$ cat src/logic/mrfc_pkg.sv
// Constants shared by the modem rate and format configuration bank
package mrfc_pkg;

  // Register indices; the byte address is four times the index
  localparam logic [7:0]  MRFC_IDX_EXPONENT  = 8'h10;
  localparam logic [7:0]  MRFC_IDX_MANTISSA  = 8'h11;
  localparam logic [7:0]  MRFC_IDX_MODCTRL   = 8'h12;
  localparam logic [9:0]  MRFC_ADDR_EXPONENT = {MRFC_IDX_EXPONENT, 2'h0};
  localparam logic [9:0]  MRFC_ADDR_MANTISSA = {MRFC_IDX_MANTISSA, 2'h0};
  localparam logic [9:0]  MRFC_ADDR_MODCTRL  = {MRFC_IDX_MODCTRL, 2'h0};

  // Field positions
  localparam int          MRFC_EXP_LSB       = 0;
  localparam int          MRFC_EXP_MSB       = 3;
  localparam int          MRFC_MANT_LSB      = 0;
  localparam int          MRFC_MANT_MSB      = 7;
  localparam int          MRFC_DCBYP_BIT     = 7;
  localparam int          MRFC_MODSEL_LSB    = 4;
  localparam int          MRFC_MODSEL_MSB    = 6;
  localparam int          MRFC_BIPHASE_BIT   = 3;

  // Reset values
  localparam logic [3:0]  MRFC_EXP_RST       = 4'hC;
  localparam logic [7:0]  MRFC_MANT_RST      = 8'h22;
  localparam logic        MRFC_DCBYP_RST     = 1'b0;
  localparam logic [2:0]  MRFC_MODSEL_RST    = 3'h0;
  localparam logic        MRFC_BIPHASE_RST   = 1'b0;

  // Rate arithmetic: hidden leading one and fraction width of the accumulator
  localparam logic [8:0]  MRFC_HIDDEN_ONE    = 9'h100;
  localparam int          MRFC_RATE_FRAC_W   = 28;
  localparam int          MRFC_RATE_WORD_W   = 24;

  // AHB-Lite transfer codes
  localparam logic [1:0]  MRFC_HTRANS_NONSEQ = 2'h2;
  localparam logic        MRFC_HRESP_OKAY    = 1'b0;

  typedef enum logic [2:0] {
    MRFC_MOD_2FSK = 3'b000,
    MRFC_MOD_GFSK = 3'b001,
    MRFC_MOD_OOK  = 3'b011,
    MRFC_MOD_MSK  = 3'b111
  } mrfc_mod_t;

endpackage

$ cat src/logic/mrfc_rate_acc.sv
// Phase accumulator turning the symbol rate word into a symbol strobe
`timescale 1ns/1ps
`default_nettype none
module mrfc_rate_acc #(
  parameter int ACC_W  = 28,
  parameter int WORD_W = 24
) (
  input  wire logic              clk_sys,
  input  wire logic              sys_rst,
  input  wire logic [WORD_W-1:0] rate_word,
  output logic                   symbol_tick
);

  if (WORD_W >= ACC_W) begin : g_bad_width
    $error("mrfc_rate_acc: WORD_W must be below ACC_W");
  end

  logic [ACC_W-1:0] acc_ff;
  logic [ACC_W:0]   acc_sum;
  logic             tick_ff;

  // The carry out of the fraction divides the word by two to the ACC_W
  assign acc_sum     = {1'b0, acc_ff} + {{(ACC_W+1-WORD_W){1'b0}}, rate_word};
  assign symbol_tick = tick_ff;

  always_ff @(posedge clk_sys) begin
    if (sys_rst) begin
      acc_ff  <= '0;
      tick_ff <= 1'b0;
    end else begin
      acc_ff  <= acc_sum[ACC_W-1:0];
      tick_ff <= acc_sum[ACC_W];
    end
  end

endmodule // mrfc_rate_acc
`default_nettype wire

$ cat src/logic/mrfc_config.sv
// Modem symbol rate and modulation format register bank on AHB-Lite
//
// Local design decision: the AHB-Lite slave port.
`timescale 1ns/1ps
`default_nettype none
module mrfc_config
  import mrfc_pkg::*;
#(
  parameter int RATE_FRAC_W = MRFC_RATE_FRAC_W
) (
  input  wire logic        clk_sys,
  input  wire logic        sys_rst,
  input  wire logic        hsel,
  input  wire logic [31:0] haddr,
  input  wire logic [1:0]  htrans,
  input  wire logic        hwrite,
  input  wire logic [2:0]  hsize,
  input  wire logic [31:0] hwdata,
  input  wire logic        hready,
  output logic             hreadyout,
  output logic [31:0]      hrdata,
  output logic             hresp,
  output logic [7:0]       rate_mantissa,
  output logic [3:0]       rate_exponent,
  output logic [23:0]      symbol_rate_word,
  output logic             symbol_tick,
  output logic             dc_block_bypass,
  output logic [2:0]       modulation_select,
  output logic             modulation_defined,
  output logic             mod_fsk2,
  output logic             mod_gfsk,
  output logic             mod_ook,
  output logic             mod_msk,
  output logic             biphase_enable
);

  if (RATE_FRAC_W <= MRFC_RATE_WORD_W) begin : g_bad_frac
    $error("mrfc_config: RATE_FRAC_W must exceed the rate word width");
  end

  logic [3:0]  exp_ff;
  logic [7:0]  mant_ff;
  logic        dcbyp_ff;
  logic [2:0]  modsel_ff;
  logic        biphase_ff;
  logic        wr_pend_ff;
  logic [9:0]  wr_addr_ff;
  logic [31:0] rdata_ff;
  logic [23:0] rate_word_ff;
  logic [4:0]  mod_dec_ff;

  logic [3:0]  nxt_exp;
  logic [7:0]  nxt_mant;
  logic        nxt_dcbyp;
  logic [2:0]  nxt_modsel;
  logic        nxt_biphase;
  logic [31:0] nxt_rdata;
  logic [23:0] nxt_rate_word;

  // Address phase decode
  wire         addr_phase = hsel & hready & (htrans == MRFC_HTRANS_NONSEQ | htrans == 2'h3);
  wire         in_window  = (haddr[31:10] == 22'h0);
  wire         lane0      = (haddr[1:0] == 2'h0);
  wire         take_wr    = addr_phase & hwrite & in_window & lane0;
  wire         take_rd    = addr_phase & ~hwrite;

  // Data phase write strobes
  wire         wr_exp     = wr_pend_ff & (wr_addr_ff == MRFC_ADDR_EXPONENT);
  wire         wr_mant    = wr_pend_ff & (wr_addr_ff == MRFC_ADDR_MANTISSA);
  wire         wr_mod     = wr_pend_ff & (wr_addr_ff == MRFC_ADDR_MODCTRL);

  assign nxt_exp     = wr_exp ? hwdata[MRFC_EXP_MSB:MRFC_EXP_LSB] : exp_ff;
  assign nxt_mant    = wr_mant ? hwdata[MRFC_MANT_MSB:MRFC_MANT_LSB] : mant_ff;
  assign nxt_dcbyp   = wr_mod ? hwdata[MRFC_DCBYP_BIT] : dcbyp_ff;
  assign nxt_modsel  = wr_mod ? hwdata[MRFC_MODSEL_MSB:MRFC_MODSEL_LSB] : modsel_ff;
  assign nxt_biphase = wr_mod ? hwdata[MRFC_BIPHASE_BIT] : biphase_ff;

  // Read data is built from next values so a read right after a write sees it
  wire [31:0]  rd_exp     = {28'h0, nxt_exp};
  wire [31:0]  rd_mant    = {24'h0, nxt_mant};
  wire [31:0]  rd_mod     = {24'h0, nxt_dcbyp, nxt_modsel, nxt_biphase, 3'h0};
  wire         hit_exp    = (haddr[31:0] == {22'h0, MRFC_ADDR_EXPONENT});
  wire         hit_mant   = (haddr[31:0] == {22'h0, MRFC_ADDR_MANTISSA});
  wire         hit_mod    = (haddr[31:0] == {22'h0, MRFC_ADDR_MODCTRL});
  assign nxt_rdata = !take_rd ? 32'h0 :
                     hit_exp  ? rd_exp :
                     hit_mant ? rd_mant :
                     hit_mod  ? rd_mod : 32'h0;

  // Hidden one above the mantissa, shifted by the exponent
  wire [23:0]  mant_ext   = {15'h0, MRFC_HIDDEN_ONE | {1'b0, mant_ff}};
  assign nxt_rate_word = mant_ext << exp_ff;

  // Modulation decode; unassigned codes leave every format line low
  wire         dec_fsk2   = (modsel_ff == MRFC_MOD_2FSK);
  wire         dec_gfsk   = (modsel_ff == MRFC_MOD_GFSK);
  wire         dec_ook    = (modsel_ff == MRFC_MOD_OOK);
  wire         dec_msk    = (modsel_ff == MRFC_MOD_MSK);
  wire         dec_any    = dec_fsk2 | dec_gfsk | dec_ook | dec_msk;

  always_ff @(posedge clk_sys) begin
    if (sys_rst) begin
      exp_ff     <= MRFC_EXP_RST;
      mant_ff    <= MRFC_MANT_RST;
      dcbyp_ff   <= MRFC_DCBYP_RST;
      modsel_ff  <= MRFC_MODSEL_RST;
      biphase_ff <= MRFC_BIPHASE_RST;
    end else begin
      exp_ff     <= nxt_exp;
      mant_ff    <= nxt_mant;
      dcbyp_ff   <= nxt_dcbyp;
      modsel_ff  <= nxt_modsel;
      biphase_ff <= nxt_biphase;
    end
  end

  always_ff @(posedge clk_sys) begin
    if (sys_rst) begin
      wr_pend_ff <= 1'b0;
      wr_addr_ff <= 10'h0;
      rdata_ff   <= 32'h0;
    end else begin
      wr_pend_ff <= take_wr;
      wr_addr_ff <= haddr[9:0];
      rdata_ff   <= nxt_rdata;
    end
  end

  always_ff @(posedge clk_sys) begin
    if (sys_rst) begin
      rate_word_ff <= 24'h0;
      mod_dec_ff   <= 5'h0;
    end else begin
      rate_word_ff <= nxt_rate_word;
      mod_dec_ff   <= {dec_any, dec_fsk2, dec_gfsk, dec_ook, dec_msk};
    end
  end

  // Symbol strobe at the rate word over two to the RATE_FRAC_W times the clk_sys rate; the crystal scale is the clock itself
  mrfc_rate_acc #(
    .ACC_W  (RATE_FRAC_W),
    .WORD_W (MRFC_RATE_WORD_W)
  ) u_rate_acc (
    .clk_sys     (clk_sys),
    .sys_rst     (sys_rst),
    .rate_word   (rate_word_ff),
    .symbol_tick (symbol_tick)
  );

  // Zero wait state slave, always OKAY
  assign hreadyout          = 1'b1;
  assign hresp              = MRFC_HRESP_OKAY;
  assign hrdata             = rdata_ff;
  assign rate_mantissa      = mant_ff;
  assign rate_exponent      = exp_ff;
  assign symbol_rate_word   = rate_word_ff;
  // Bypass saves current; only usable at low data rates, software keeps it so
  assign dc_block_bypass    = dcbyp_ff;
  assign modulation_select  = modsel_ff;
  assign modulation_defined = mod_dec_ff[4];
  assign mod_fsk2           = mod_dec_ff[3];
  assign mod_gfsk           = mod_dec_ff[2];
  assign mod_ook            = mod_dec_ff[1];
  assign mod_msk            = mod_dec_ff[0];
  assign biphase_enable     = biphase_ff;

  AST_MANT_RESET: assert property (@(posedge clk_sys)
    $fell(sys_rst) |-> rate_mantissa == 8'h22 && rate_exponent == 4'hC)
    else $error("Mantissa or exponent wrong after reset");

  AST_MANT_WRITE: assert property (@(posedge clk_sys) disable iff (sys_rst)
    wr_mant |=> rate_mantissa == $past(hwdata[7:0]))
    else $error("Mantissa write not stored");

  AST_EXP_WRITE: assert property (@(posedge clk_sys) disable iff (sys_rst)
    wr_exp |=> rate_exponent == $past(hwdata[3:0])
      ##1 ($past(wr_exp) || rate_exponent == $past(hwdata[3:0], 2)))
    else $error("Exponent write not stored");

  AST_RATE_WORD: assert property (@(posedge clk_sys) disable iff (sys_rst)
    !sys_rst |=> symbol_rate_word == (24'({1'b1, $past(rate_mantissa)}) << $past(rate_exponent)))
    else $error("Rate word does not follow mantissa and exponent");

  AST_DCBYP: assert property (@(posedge clk_sys) disable iff (sys_rst)
    wr_mod |=> dc_block_bypass == $past(hwdata[7]))
    else $error("Bypass bit not taken from write");

  AST_MODSEL: assert property (@(posedge clk_sys) disable iff (sys_rst)
    wr_mod && hwdata[6:4] == 3'b011 |-> ##2 mod_ook && !mod_fsk2 && !mod_msk && !mod_gfsk)
    else $error("OOK code not decoded");

  AST_MOD_UNDEF: assert property (@(posedge clk_sys) disable iff (sys_rst)
    !sys_rst |=> modulation_defined ==
      ($past(modulation_select) inside {3'b000, 3'b001, 3'b011, 3'b111}))
    else $error("Defined flag does not match the format code");

  AST_BIPHASE: assert property (@(posedge clk_sys) disable iff (sys_rst)
    !wr_mod |=> $stable(biphase_enable))
    else $error("Biphase bit changed without a write");

  AST_READBACK: assert property (@(posedge clk_sys) disable iff (sys_rst)
    take_rd && hit_mant |=> hrdata == {24'h0, rate_mantissa})
    else $error("Mantissa readback mismatch");

  AST_RDATA_IDLE: assert property (@(posedge clk_sys) disable iff (sys_rst)
    !take_rd |=> hrdata == 32'h0)
    else $error("Read data not cleared outside a data phase");

  AST_MODSEL_WRITE: assert property (@(posedge clk_sys) disable iff (sys_rst)
    wr_mod |=> modulation_select == $past(hwdata[6:4]))
    else $error("Modulation code not taken from write");

  AST_BIPHASE_WRITE: assert property (@(posedge clk_sys) disable iff (sys_rst)
    wr_mod |=> biphase_enable == $past(hwdata[3]))
    else $error("Biphase bit not taken from write");

  AST_DCBYP_HOLD: assert property (@(posedge clk_sys) disable iff (sys_rst)
    !wr_mod |=> $stable(dc_block_bypass))
    else $error("Bypass bit changed without a write");

endmodule // mrfc_config
`default_nettype wire

$ cat config.mk
export PLATFORM = sky130hd
export DESIGN_NAME = mrfc_config
export DESIGN_NICKNAME = d
export VERILOG_FILES = /design/src/logic/mrfc_pkg.sv /design/src/logic/mrfc_rate_acc.sv /design/src/logic/mrfc_config.sv
export SDC_FILE = /design/constraint.sdc
export NUM_CORES = 1
export LEC_CHECK = 0
export ABC_AREA = 0
export BUFFER_PORTS_ARGS = -buffer_cell sky130_fd_sc_hd__buf_2
export CELL_PAD_IN_SITES_DETAIL_PLACEMENT = 0
export CELL_PAD_IN_SITES_GLOBAL_PLACEMENT = 2
export CORE_UTILIZATION = 30
export DETAILED_ROUTE_END_ITERATION = 10
export PLACE_DENSITY = 0.79
export SYNTH_ARGS = -nofsm -noshare
export SYNTH_HDL_FRONTEND = slang
export SYNTH_SLANG_ARGS = --single-unit
$ cat constraint.sdc
create_clock -name clk_sys -period 3.55 [get_ports clk_sys]
set_input_delay 0.5325 -clock clk_sys [delete_from_list [all_inputs] [get_ports clk_sys]]
set_output_delay 0.5325 -clock clk_sys [all_outputs]
set_load 0.1 [all_outputs]
; Word-level counts from Yosys, hierarchy flattened
; Index checks and enable logic that the tools add are counted.
[classes]
multipliers = 0
reduce_logical = 6
bitwise = 15
n_mux = 8
shift = 1
n_eq_ne = 11
magnitude_cmp = 0
addsub = 1
div_mod_pow = 0
[ops]
columns = cell, n
row1 = "== test 32 x 7 -> 1 bit, second input constant", 3
row2 = "== test 10 x 7 -> 1 bit, second input constant", 3
row3 = adder 28 x 24 -> 29 bit, 1
row4 = two-way mux 8 bit, 3
row5 = << shifter 9 x 4 -> 24 bit, 1
row6 = logical NOT 22 bit, 1
row7 = bitwise AND 1 bit, 9
row8 = two-way mux 4 bit, 2
row9 = "== test 2 bit, second input constant", 2
row10 = bitwise OR 1 bit, 4
row11 = OR reduction 4 bit, 1
row12 = "== test 3 x 1 -> 1 bit, second input constant", 1
row13 = "== test 3 x 2 -> 1 bit, second input constant", 1
row14 = "== test 3 bit, second input constant", 1
row15 = logical NOT 3 bit, 1
row16 = two-way mux 3 bit, 1
row17 = OR reduction 3 bit, 1
row18 = logical NOT 2 bit, 1
row19 = two-way mux 1 bit, 2
row20 = inverter 1 bit, 2
row21 = OR reduction 2 bit, 1
[totals]
out_inout_bits = 81
elab_cells = 56
latchBits = 0
romBits = 0
ram_bits = 0
reg_bits = 118
mem_count = 0
inputBits = 74

; Logic depth before layout (Yosys ltp)
; Gate-level depths: netlist (run 1).
[depth]
ltp_word = 6
mapped_depth = 8
mapped_depth_nobuf = 8

; Cells and area by module
; Synthesis (run 1) repeated with hierarchy kept, for this count alone.
[hier_totals]
hier_cells = 564
area_unflattened_um2 = 4934.7
[by_module_without_submodules]
columns = mod, area_per_inst_um2, seq_area_each_um2, instances, cells_each
row1 = mrfc_config, 2687.6, 1301.2, 1, 280
row2 = mrfc_rate_acc, 2247.2, 580.6, 1, 284

; Least setup slack after synthesis (run 1)
; OpenSTA, ideal clock, no wires.
[synth_timing]
kind = register -> register
from = register rate_word_ff[0] (netlist: symbol_rate_word[0])
to = register u_rate_acc.acc_ff[14]
path_stages_with_launch = 9
n_path_buf = 0
synth_period_minus_slack_ns = 3.011
arrival_ns = 2.890
t_required_ns = 3.429
setup_time_ns = 0.121
slack_ns = 0.539
path_cell_list = dfxtp_1 > ha_1 > fa_1 > a211oi_4 > nor4_2 > o2111a_1 > a2111oi_4 > a21oi_2 > mux2_4
[synth_via]
elab_chain_len = 1
[synth_rtl]
columns = element, line_no
row1 = "start, declared", mrfc_config.sv:49  ; logic [23:0] rate_word_ff;
row2 = "start signal, assigned", mrfc_config.sv:134  ; rate_word_ff <= nxt_rate_word;
row3 = adder 28 x 24 -> 29 bit, mrfc_rate_acc.sv:23  ; assign acc_sum = {1'b0, acc_ff} + {{(ACC_W+1-WORD_W){1'b0}}, rate_word};
row4 = "end signal, assigned", mrfc_rate_acc.sv:31  ; acc_ff <= acc_sum[ACC_W-1:0];
row5 = "end, declared", mrfc_rate_acc.sv:18  ; logic [ACC_W-1:0] acc_ff;
; No other way between the ends.
; A chain may end at the register's enable or synchronous reset.

; Final worst setup path (run 1)
; Ends and elaborated chain as after synthesis.

==> results of run 1 <==
-- power by group --
group	switching [mW]	internal (mW)	total, mW
clock	0.422	0.585	1.01
sequential	0.00641	1.07	1.07
combinational	0.206	0.0479	0.254
-- cell usage after synthesis (4+ instances only) --
library cell / number
a21oi_1: 29
xnor2_1: 4
and3_1: 6
inv_1: 5
mux2_2: 5
a21o_1: 7
o22ai_1: 7
nor2_1: 82
dfxtp_1: 94
nand4_1: 7
mux2_1: 7
nand3_1: 17
o21a_1: 11
mux2i_1: 20
buf_4: 26
xor2_1: 6
o21ai_0: 14
o21ai_1: 11
ha_1: 24
nand2_1: 36
o21bai_1: 4
and2_1: 12
a211oi_1: 5
nor2b_1: 20
clkbuf_1: 17
nor4b_1: 5
nor3_1: 13
nor4_1: 6
-- routing by layer --
layer	up-vias	wire (um)	track usage [%]
li1	2140	-	-
met1	1943	5975	19.84
met2	103	5814	25.00
met3	13	619	3.362
met4	0	181	5.950
met5	-	0	0
-- final cells by class --
cell class                      instances  area, um^2  share of cell area, %
Multi-Input combinational cell        439        2828                  48.52
Clock inverter                          5       57.56                 0.9875
Timing Repair Buffer                  101       508.0                  8.716
Clock buffer                           11       252.7                  4.337
Inverter                                8       30.03                 0.5152
Tap cell                              216       270.3                  4.637
Sequential cell                        94        1882                  32.29
-- stage by stage --
step                      area [um^2]  hold slack, ns
final                            5828          0.4122
after detailed placement         5518          0.4906
after floorplan                  5032          0.5093
after global placement           5518          0.4892
after global routing             5828          0.4158
after CTS                        5828          0.4042
-- logic make-up after synthesis --
| kind of cell | Yosys count | synth area share (%) |
|---|---|---|
| AOI/OAI and AO/OA | 122 | 17.39 |
| xor gates and xnor gates | 10 | 1.772 |
| adders and majority gates | 25 | 6.481 |
| buffers and inverters | 57 | 6.532 |
| DFF | 94 | 38.08 |
| muxes | 34 | 7.392 |
| other | 2 | 0.1520 |
| and+or+nand+nor | 222 | 22.20 |
-- sequential cells by signal (all words and copies together), names as in the netlist --
name	cells
rate_exponent	4
modulation_select	3
rate_mantissa	8
u_rate_acc.symbol_tick	1
wr_pend_ff	1
symbol_rate_word	24
hrdata	8
biphase_enable	1
dc_block_bypass	1
wr_addr_ff	10
mod_dec_ff	5
u_rate_acc.acc_ff	28
-- worst paths after layout --
path,end,slack (ns),cells past startpoint
max,u_rate_acc.acc_ff[14]$_SDFF_PP0_,0.88,8
min,wr_addr_ff[5]$_SDFF_PP0_,0.41,2
max reg2reg,u_rate_acc.acc_ff[14]$_SDFF_PP0_,0.88,8
min reg2reg,mod_dec_ff[3]$_SDFF_PP0_,0.51,1
==> impl_metrics.py, run 1 <==
metrics = {
    "run_status": {
        "outcome": "complete, no violations",
    },
    "finish": {
        "layout.cells.non_filler": 874,
        "mostFrequentLayoutCells": "buf_2 (100), dfxtp_1 (94), nor2_1 (82), nand2_1 (36), a21oi_1 (29)",
        "nNetsFinal": 752,
        "final_common_cell": "buf_2",
        "post-route-util_pct": 36.42,
        "area_growth_pct": 17.92,
        "fillers": 1721,
        "drive_above_1_share_pct": 20.97,
        "n_antenna_cell": 0,
    },
    "timing": {
        "setup_slack_ns": 0.8837,
        "relSlewSlack_pct": 48.01,
        "fin_setup_tns_ns": 0,
        "setup_viol": 0,
        "fmax_ghz": 0.3750,
        "grt_setup_unrepaired": "no",
        "period_minus_slack_ns": 2.666,
        "fin_worst_skew_ns": 0.01115,
        "slew_violations": 0,
        "finalCritPeriodShare_pct": 75.11,
        "final_hold_viol_count": 0,
        "worst_slew_pin_slew_ns": 0.7799,
    },
    "floorplan": {
        "ios": 155,
        "core_area_um2": 16000,
        "die_y_um": 130.4,
        "die_w_um": 130.4,
        "row_count": 46,
        "die-area_um2": 16990,
        "start_util_pct": 30.89,
    },
    "yosys": {
        "yosysTopAreaCell": "dfxtp_1",
        "synth.distinct_cells": 70,
        "synthFlopType": "dfxtp_1",
        "yosysTopAreaCellShare_pct": 38.08,
        "ys_async_sr_fraction_pct": 0,
        "syn_inst": 566,
        "syn_area_um2": 4942,
        "ys_ff_latch": 94,
        "avgSynthCellArea_um2": 8.732,
        "yosys-top-cells-area": "dfxtp_1 (38%), nor2_1 (6.2%), ha_1 (6.1%)",
        "synth_edf_count": 0,
        "ys_seq_area_share_pct": 38.08,
        "synth_warnings": 0,
    },
    "place": {
        "dp_cells": 858,
        "numPortBuffers": 100,
        "hpwl_um": 9590,
        "post-place-ws_ns": 0.9151,
        "gp_congestion": 0.8198,
    },
    "grt": {
        "grt_pass1_vias": 3939,
        "grt_remaining_overflow": 0,
        "grt_max_degree": 72,
        "grt_first_pass_wirelength_um": 20080,
        "antenna_found_initial": 0,
        "grt_util_all_layers_pct": 15.38,
    },
    "setup_path": {
        "worst-path-max-fanout": 4,
        "startpoint": "symbol_rate_word[0]$_SDFF_PP0_",
        "crit_type": "reg -> reg",
        "reg2reg_from": "symbol_rate_word[0]$_SDFF_PP0_",
        "slowest_stage": "fa_1",
        "max_stage_delay_ns": 0.45,
        "required_ns": 3.79,
        "critPathArrivalTime_ns": 2.91,
        "critPathBufInv": 0,
        "cp-end-kind": "register",
        "path_cells": "ha_1 -> fa_1 -> a211oi_4 -> nor4_2 -> o2111a_1 -> a2111oi_4 -> a21oi_2 -> mux2_4",
        "cp-start-kind": "register",
        "cpLargestDelayFamily": "compound AO/OA/AOI/OAI gates",
    },
    "route": {
        "drt_wl_total_um": 12590,
        "dr.pass1.iters": 4,
        "drtIter0Drc": 171,
        "ant_nets": 0,
        "wl_per_cell_um": 14.41,
        "routed_via_density": 4.804,
        "remaining_drc_errors": 0,
        "vias": 4199,
    },
    "cts": {
        "clkLatencyLatePin_ns": 0.35,
        "htreeDepth": 3,
        "clockBufferDepth": 2,
        "clk_pin_slew_ns": 0.07,
        "numCtsBuffers": 9,
        "cts_setup_buffers": 0,
        "cts_hold_buf": 0,
        "cts.sinks": 94,
        "clockRootBuffer": "clkbuf_16",
        "cts_tree": "done",
        "ctsResizeCount": 0,
    },
    "min_path": {
        "worstHoldStart": "haddr[5]",
        "min_path_type": "in -> reg",
    },
    "power_and_ir_drop": {
        "leakage_nw": 2.640,
        "finalPower_mw": 2.336,
        "powerDensity_nw_per_um2": 400.8,
        "peakVddDrop_v": 0.0002347,
    },
    "flow_run": {
        "maxCapViolations": 0,
    },
}
No activity file was read; power rests on OpenSTA's default activity.
==> inputs of run 2 (changes only) <==
- ABC_AREA: 0 -> 1
- CORE_UTILIZATION: 30 -> 27
- PLACE_DENSITY: 0.79 -> 0.78
- clock period: 3.55 -> 2.7 ns (I/O delays scaled with it)
==> run 2 against run 1 <==
Sequential power increased by 33%. Flip-flop and latch count unchanged. Clock power increased by 29%. Sequential share of layout area decreased by 2.7 points. Register-to-register slack got worse by 0.12 ns. Critical path type unchanged. Critical endpoint is now u_rate_acc.acc_ff[24]$_SDFF_PP0_. Highest routed layer unchanged.
==> impl_metrics.py, run 2 <==
metrics = {
    "grt": {
        "grt_util_met2_pct": 27.39,
        "met1_usage_pct": 19.13,
        "grt_remaining_overflow": 0,
        "grt_first_pass_wirelength_um": 24700,
        "antenna_found_initial": 0,
        "globalRouteMet3Util_pct": 4.460,
        "grt.busiest_layer": "met2",
        "grt_pass1_vias": 4965,
        "grt_max_degree": 27,
        "grt_util_all_layers_pct": 15.96,
    },
    "timing": {
        "finalCritPeriodShare_pct": 71.89,
        "grt_setup_unrepaired": "no",
        "fin_setup_tns_ns": 0,
        "setup_viol": 0,
        "fin_worst_skew_ns": 0.008752,
        "slew_violations": 0,
        "worst_slew_pin_slew_ns": 0.4991,
        "final_hold_viol_count": 0,
        "relSlewSlack_pct": 66.64,
        "fmax_ghz": 0.5152,
        "hold-worst-slack_ns": 0.2555,
        "period_minus_slack_ns": 1.941,
    },
    "finish": {
        "nNetsFinal": 1027,
        "largest_reg_flops": 28,
        "drive_above_1_share_pct": 15.54,
        "area_growth_pct": 18.26,
        "final_common_cell": "nand2_1",
        "largest_register": "u_rate_acc.acc_ff",
        "n_antenna_cell": 0,
        "layout.cells.non_filler": 1198,
        "post-route-util_pct": 32.58,
        "mostFrequentLayoutCells": "nand2_1 (243), inv_1 (119), nor2_1 (119), buf_2 (100), dfxtp_1 (94)",
    },
    "min_path": {
        "min_path_type": "in -> reg",
        "hold_path_depth": 3,
    },
    "yosys": {
        "syn_inst": 833,
        "yosysTopAreaCell": "dfxtp_1",
        "synthFlopType": "dfxtp_1",
        "synth.distinct_cells": 36,
        "yosys-top-cells-area": "dfxtp_1 (35%), nand2_1 (17%), inv_1 (8.3%)",
        "avgSynthCellArea_um2": 6.459,
        "yosysTopAreaCellShare_pct": 34.98,
        "yosysMostFrequentCell": "nand2_1",
        "ys_seq_area_share_pct": 34.98,
        "synth_edf_count": 0,
        "syn_area_um2": 5380,
        "synth_warnings": 0,
        "synth_commonest_cells": "nand2_1 (243), inv_1 (119), nor2_1 (119), dfxtp_1 (94), a21oi_1 (42)",
        "ys_async_sr_fraction_pct": 0,
        "ys_ff_latch": 94,
    },
    "cts": {
        "numCtsBuffers": 9,
        "htreeDepth": 3,
        "cts_setup_buffers": 0,
        "ctsResizeCount": 0,
        "clk_pin_slew_ns": 0.08,
        "clockBufferDepth": 2,
        "clockRootBuffer": "clkbuf_16",
        "cts_tree": "done",
        "cts.sinks": 94,
        "clkLatencyLatePin_ns": 0.36,
        "cts_hold_buf": 0,
    },
    "setup_path": {
        "max_stage_delay_ns": 0.46,
        "r2r_cells": 11,
        "slowest_stage": "fa_1",
        "critPathArrivalTime_ns": 2.24,
        "required_ns": 3.00,
        "worst-path-max-fanout": 5,
        "path_cells": "ha_1 -> fa_1 -> nand2_1 -> nand3_1 -> nand3_1 -> nand2_2 -> nand3_1 -> nand3_1 -> nand2_1 -> inv_1 -> nor2_1",
        "critPathBufInv": 1,
        "cp.depth": 11,
        "cp-start-kind": "register",
        "crit_type": "reg -> reg",
        "crit_top_cell": "nand3_1",
        "cp-end-kind": "register",
        "rrSetupSlack_ns": 0.76,
        "cpLargestDelayFamily": "simple AND/OR/NAND/NOR gates",
    },
    "route": {
        "routed_via_density": 4.292,
        "vias": 5142,
        "dr.pass1.iters": 4,
        "drt_wl_total_um": 15320,
        "ant_nets": 0,
        "wl_per_cell_um": 12.78,
        "drtIter0Drc": 147,
        "remaining_drc_errors": 0,
    },
    "power_and_ir_drop": {
        "leakage_nw": 3.365,
        "finalPower_mw": 3.062,
        "powerDensity_nw_per_um2": 481.3,
        "peakVddDrop_v": 0.0003008,
    },
    "place": {
        "dp_cells": 1182,
        "numPortBuffers": 100,
        "hpwl_um": 12550,
        "gp_congestion": 0.8296,
    },
    "floorplan": {
        "die_w_um": 143.2,
        "die-area_um2": 20490,
        "ios": 155,
        "die_y_um": 143.2,
        "start_util_pct": 27.55,
        "core_area_um2": 19530,
        "row_count": 51,
    },
    "flow_run": {
        "maxCapViolations": 0,
    },
    "run_status": {
        "outcome": "complete, no violations",
    },
}
## run 2: cell types whose count changed after synthesis, moves of 13 or more
cell | previous run | this run
nand2_1 | 36 | 243
inv_1 | 5 | 119
nor2_1 | 82 | 119
o21ai_0 | 14 | 41
nand3_1 | 17 | 41
nor2b_1 | 20 | 0
mux2i_1 | 20 | 1
a21oi_1 | 29 | 42
## run 2: area by class of cell
type / instances / area, um^2
fill: 2253 / 13160
multi-input combinational: 602 / 2872
sequential: 94 / 1882
timing repair buffer: 102 / 528.0
inverter: 119 / 446.7
tap: 265 / 331.6
clock buffer: 9 / 225.2
clock inverter: 7 / 77.57
## run 2: cell families after synthesis
kind of cell    Yosys count  share of synthesized area [%]
simple gates            446                          34.95
buf+inv                 161                          13.33
compound gates          104                          10.47
flops                    94                          34.98
fa+ha+maj                25                          5.954
other cells               2                         0.1396
mux                       1                         0.1861
## run 2: final timing paths
| kind | to | startpoint |
|---|---|---|
| hold / removal | wr_addr_ff[6]$_SDFF_PP0_ | haddr[6] |
| setup / recovery | u_rate_acc.acc_ff[24]$_SDFF_PP0_ | symbol_rate_word[0]$_SDFF_PP0_ |
| setup reg to reg | u_rate_acc.acc_ff[24]$_SDFF_PP0_ | symbol_rate_word[0]$_SDFF_PP0_ |
| hold reg to reg | mod_dec_ff[1]$_SDFF_PP0_ | modulation_select[2]$_SDFF_PP0_ |
## run 2: through the flow
step                      setup WS, ns  cell area (um^2)
after floorplan                 0.4637              5470
after global placement          0.7543              6060
after detailed placement        0.7518              6060
after CTS                       0.7356              6362
after global routing            0.5594              6362
final                           0.7590              6362
## run 2: where the power goes
part | switching, mW | internal [mW]
logic | 0.281 | 0.0646
clock network | 0.645 | 0.656
registers | 0.00952 | 1.41
## run 2: tightest hold or removal path: cells and delay by family
kind | cells | cell delay (ns)
buffers and inverters | 2 | 0.14
and+or+nand+nor | 1 | 0.03
## run 2: metal layers
layer,part of all wire [%],wire length [um],up-vias
met2,47,7219,98
met3,4.8,730,20
met5,0,0,-
li1,-,-,2748
met1,46,7071,2276
met4,1.9,294,0
==> inputs of run 3 (changes only) <==
- ABC_AREA: 1 -> 0
- PLACE_DENSITY: 0.78 -> 0.75
- clock period: 2.7 -> 1.65 ns (I/O delays scaled with it)
==> run 3 against run 2 <==
The flow now finishes with violations (negative setup slack). Clock skew up 0.00055 ns. Fmax down 15%. Flip-flop and latch count stayed put. Critical path depth decreased by 3. Cell count fell by 14%. Non-clock buffer count up 139. Critical path type unchanged. Hold slack got worse by 0.13 ns. Die area shrank 8.0%. First-iteration DRC count grew 1.4%. Sequential share of layout area fell by 3.3 points.
==> impl_metrics.py, run 3 (synthesis results as in run 1) <==
metrics = {
    "grt": {
        "antenna_found_initial": 0,
        "grt_util_all_layers_pct": 15.56,
        "grt_first_pass_wirelength_um": 22680,
        "grt_max_degree": 72,
        "grt_pass1_vias": 4650,
        "grt_remaining_overflow": 0,
    },
    "finish": {
        "post-route-util_pct": 42.24,
        "mostFrequentLayoutCells": "buf_4 (125), buf_2 (99), nor2_1 (74), dfxtp_1 (54), nand2_1 (33)",
        "layout.cells.non_filler": 1027,
        "nNetsFinal": 892,
        "n_antenna_cell": 0,
        "fin_area_um2": 7589,
        "fillers": 1788,
        "final_common_cell": "buf_4",
        "drive_above_1_share_pct": 47.99,
        "largest_register": "u_rate_acc.acc_ff",
        "area_growth_pct": 53.54,
        "largest_reg_flops": 28,
    },
    "run_status": {
        "violations": "negative setup slack",
        "outcome": "finished with violations",
    },
    "floorplan": {
        "ios": 155,
        "start_util_pct": 27.51,
        "core_area_um2": 17960,
        "row_count": 49,
        "die_y_um": 137.3,
        "die-area_um2": 18850,
        "die_w_um": 137.3,
    },
    "route": {
        "wl_met3_um": 611,
        "drtIter0Drc": 149,
        "highest_layer": "met4",
        "wl_met2_um": 7164,
        "vias": 4788,
        "dr.pass1.iters": 4,
        "wl_per_cell_um": 14.35,
        "drt_wl_total_um": 14730,
        "met1_length_um": 6697,
        "remaining_drc_errors": 0,
        "routed_via_density": 4.662,
        "ant_nets": 0,
    },
    "setup_path": {
        "cp-start-kind": "register",
        "worst-path-max-fanout": 4,
        "cpLargestDelayFamily": "compound AO/OA/AOI/OAI gates",
        "crit_type": "reg -> reg",
        "required_ns": 1.88,
        "cp-end-kind": "register",
        "critPathBufInv": 0,
        "max_stage_delay_ns": 0.38,
        "path_cells": "ha_4 -> fa_2 -> a211oi_4 -> nor4_2 -> o21a_1 -> o2111a_2 -> a21bo_1 -> mux2_4",
        "critPathArrivalTime_ns": 2.52,
        "rrSetupSlack_ns": -0.64,
        "slowest_stage": "fa_2",
    },
    "place": {
        "post-place-ws_ns": -0.6581,
        "hpwl_um": 11110,
        "dpl-instance-area_um2": 6743,
        "numPortBuffers": 100,
        "gp_congestion": 0.8194,
        "dp_cells": 999,
    },
    "cts": {
        "cts_tree": "done",
        "clk_pin_slew_ns": 0.06,
        "htreeDepth": 3,
        "cts.sinks": 94,
        "clockBufferDepth": 2,
        "clockRootBuffer": "clkbuf_16",
        "numCtsBuffers": 9,
        "clkLatencyLatePin_ns": 0.35,
    },
    "power_and_ir_drop": {
        "p_comb_share_pct": 12.4,
        "powerDensity_nw_per_um2": 659.5,
        "power_frac_seq_pct": 45.5,
        "finalPower_mw": 5.005,
        "power.switching_mw": 1.384,
        "p_int_mw": 3.621,
        "leakage_nw": 3.421,
        "p_sw_share_pct": 27.65,
        "peakVddDrop_v": 0.0004415,
        "pwr-share-clk_pct": 42.0,
    },
    "timing": {
        "slew_violations": 0,
        "fmax_ghz": 0.4370,
        "final_hold_viol_count": 0,
        "period_minus_slack_ns": 2.288,
        "grt_setup_unrepaired": "yes",
        "fin_worst_skew_ns": 0.009304,
        "fin_setup_tns_ns": -11.41,
        "setup_slack_ns": -0.6381,
        "setup_viol": 35,
        "hold-worst-slack_ns": 0.1281,
        "finalCritPeriodShare_pct": 138.7,
    },
    "min_path": {
        "min_path_type": "in -> reg",
    },
    "flow_run": {
        "maxCapViolations": 0,
    },
}
## run 3: cell count changes in the layout (fill, tap and decap cells not counted), moves of 15 or more
cell,change
inv_1,-114
nor2_1,-45
buf_4,+124
nor2b_1,+20
dfxtp_4,+26
dfxtp_1,-40
buf_6,+15
a21oi_1,-19
nand3_1,-26
o21ai_0,-31
nand2_1,-210
## run 3: power groups by stage
stage | Clock [mW] | Sequential [mW] | Combinational, mW
2_1_floorplan | 0 | 2.37 | 0.448
3_3_place_gp | 0 | 2.33 | 0.602
3_5_place_dp | 0 | 2.33 | 0.606
4_1_cts | 2.20 | 2.28 | 0.611
5_1_grt | 2.27 | 2.28 | 0.661
6_report | 2.10 | 2.28 | 0.622
## run 3: repair_timing
item,CTS,global route
pin swaps,25,30
setup endpoints to repair,43,49
buffers inserted,9,9
resized for setup,25,70
hold buffers,0,0
## run 3: final timing paths
kind / from / end / cells past startpoint
setup / recovery: symbol_rate_word[0]$_SDFF_PP0_ / u_rate_acc.acc_ff[26]$_SDFF_PP0_ / 8
hold / removal: haddr[4] / wr_addr_ff[4]$_SDFF_PP0_ / 2
setup reg to reg: symbol_rate_word[0]$_SDFF_PP0_ / u_rate_acc.acc_ff[26]$_SDFF_PP0_ / 8
hold reg to reg: rate_mantissa[0]$_SDFF_PP0_ / symbol_rate_word[0]$_SDFF_PP0_ / 2
## run 3: layout make-up
cell class	instances	area [um^2]	area share, %
clock buffers	12	279.0	3.677
flip-flops and latches	94	1997	26.31
clock inverters	4	25.02	0.3298
well taps	229	286.5	3.776
inverters	8	30.03	0.3957
multi-input cells	439	3341	44.02
repair buffers	241	1630	21.48
## run 3: metal layers
layer | GRT usage (%) | vias to the layer above
li1 | - | 2420
met1 | 19.75 | 2242
met2 | 26.01 | 106
met3 | 3.495 | 20
met4 | 4.884 | 0
met5 | 0 | -
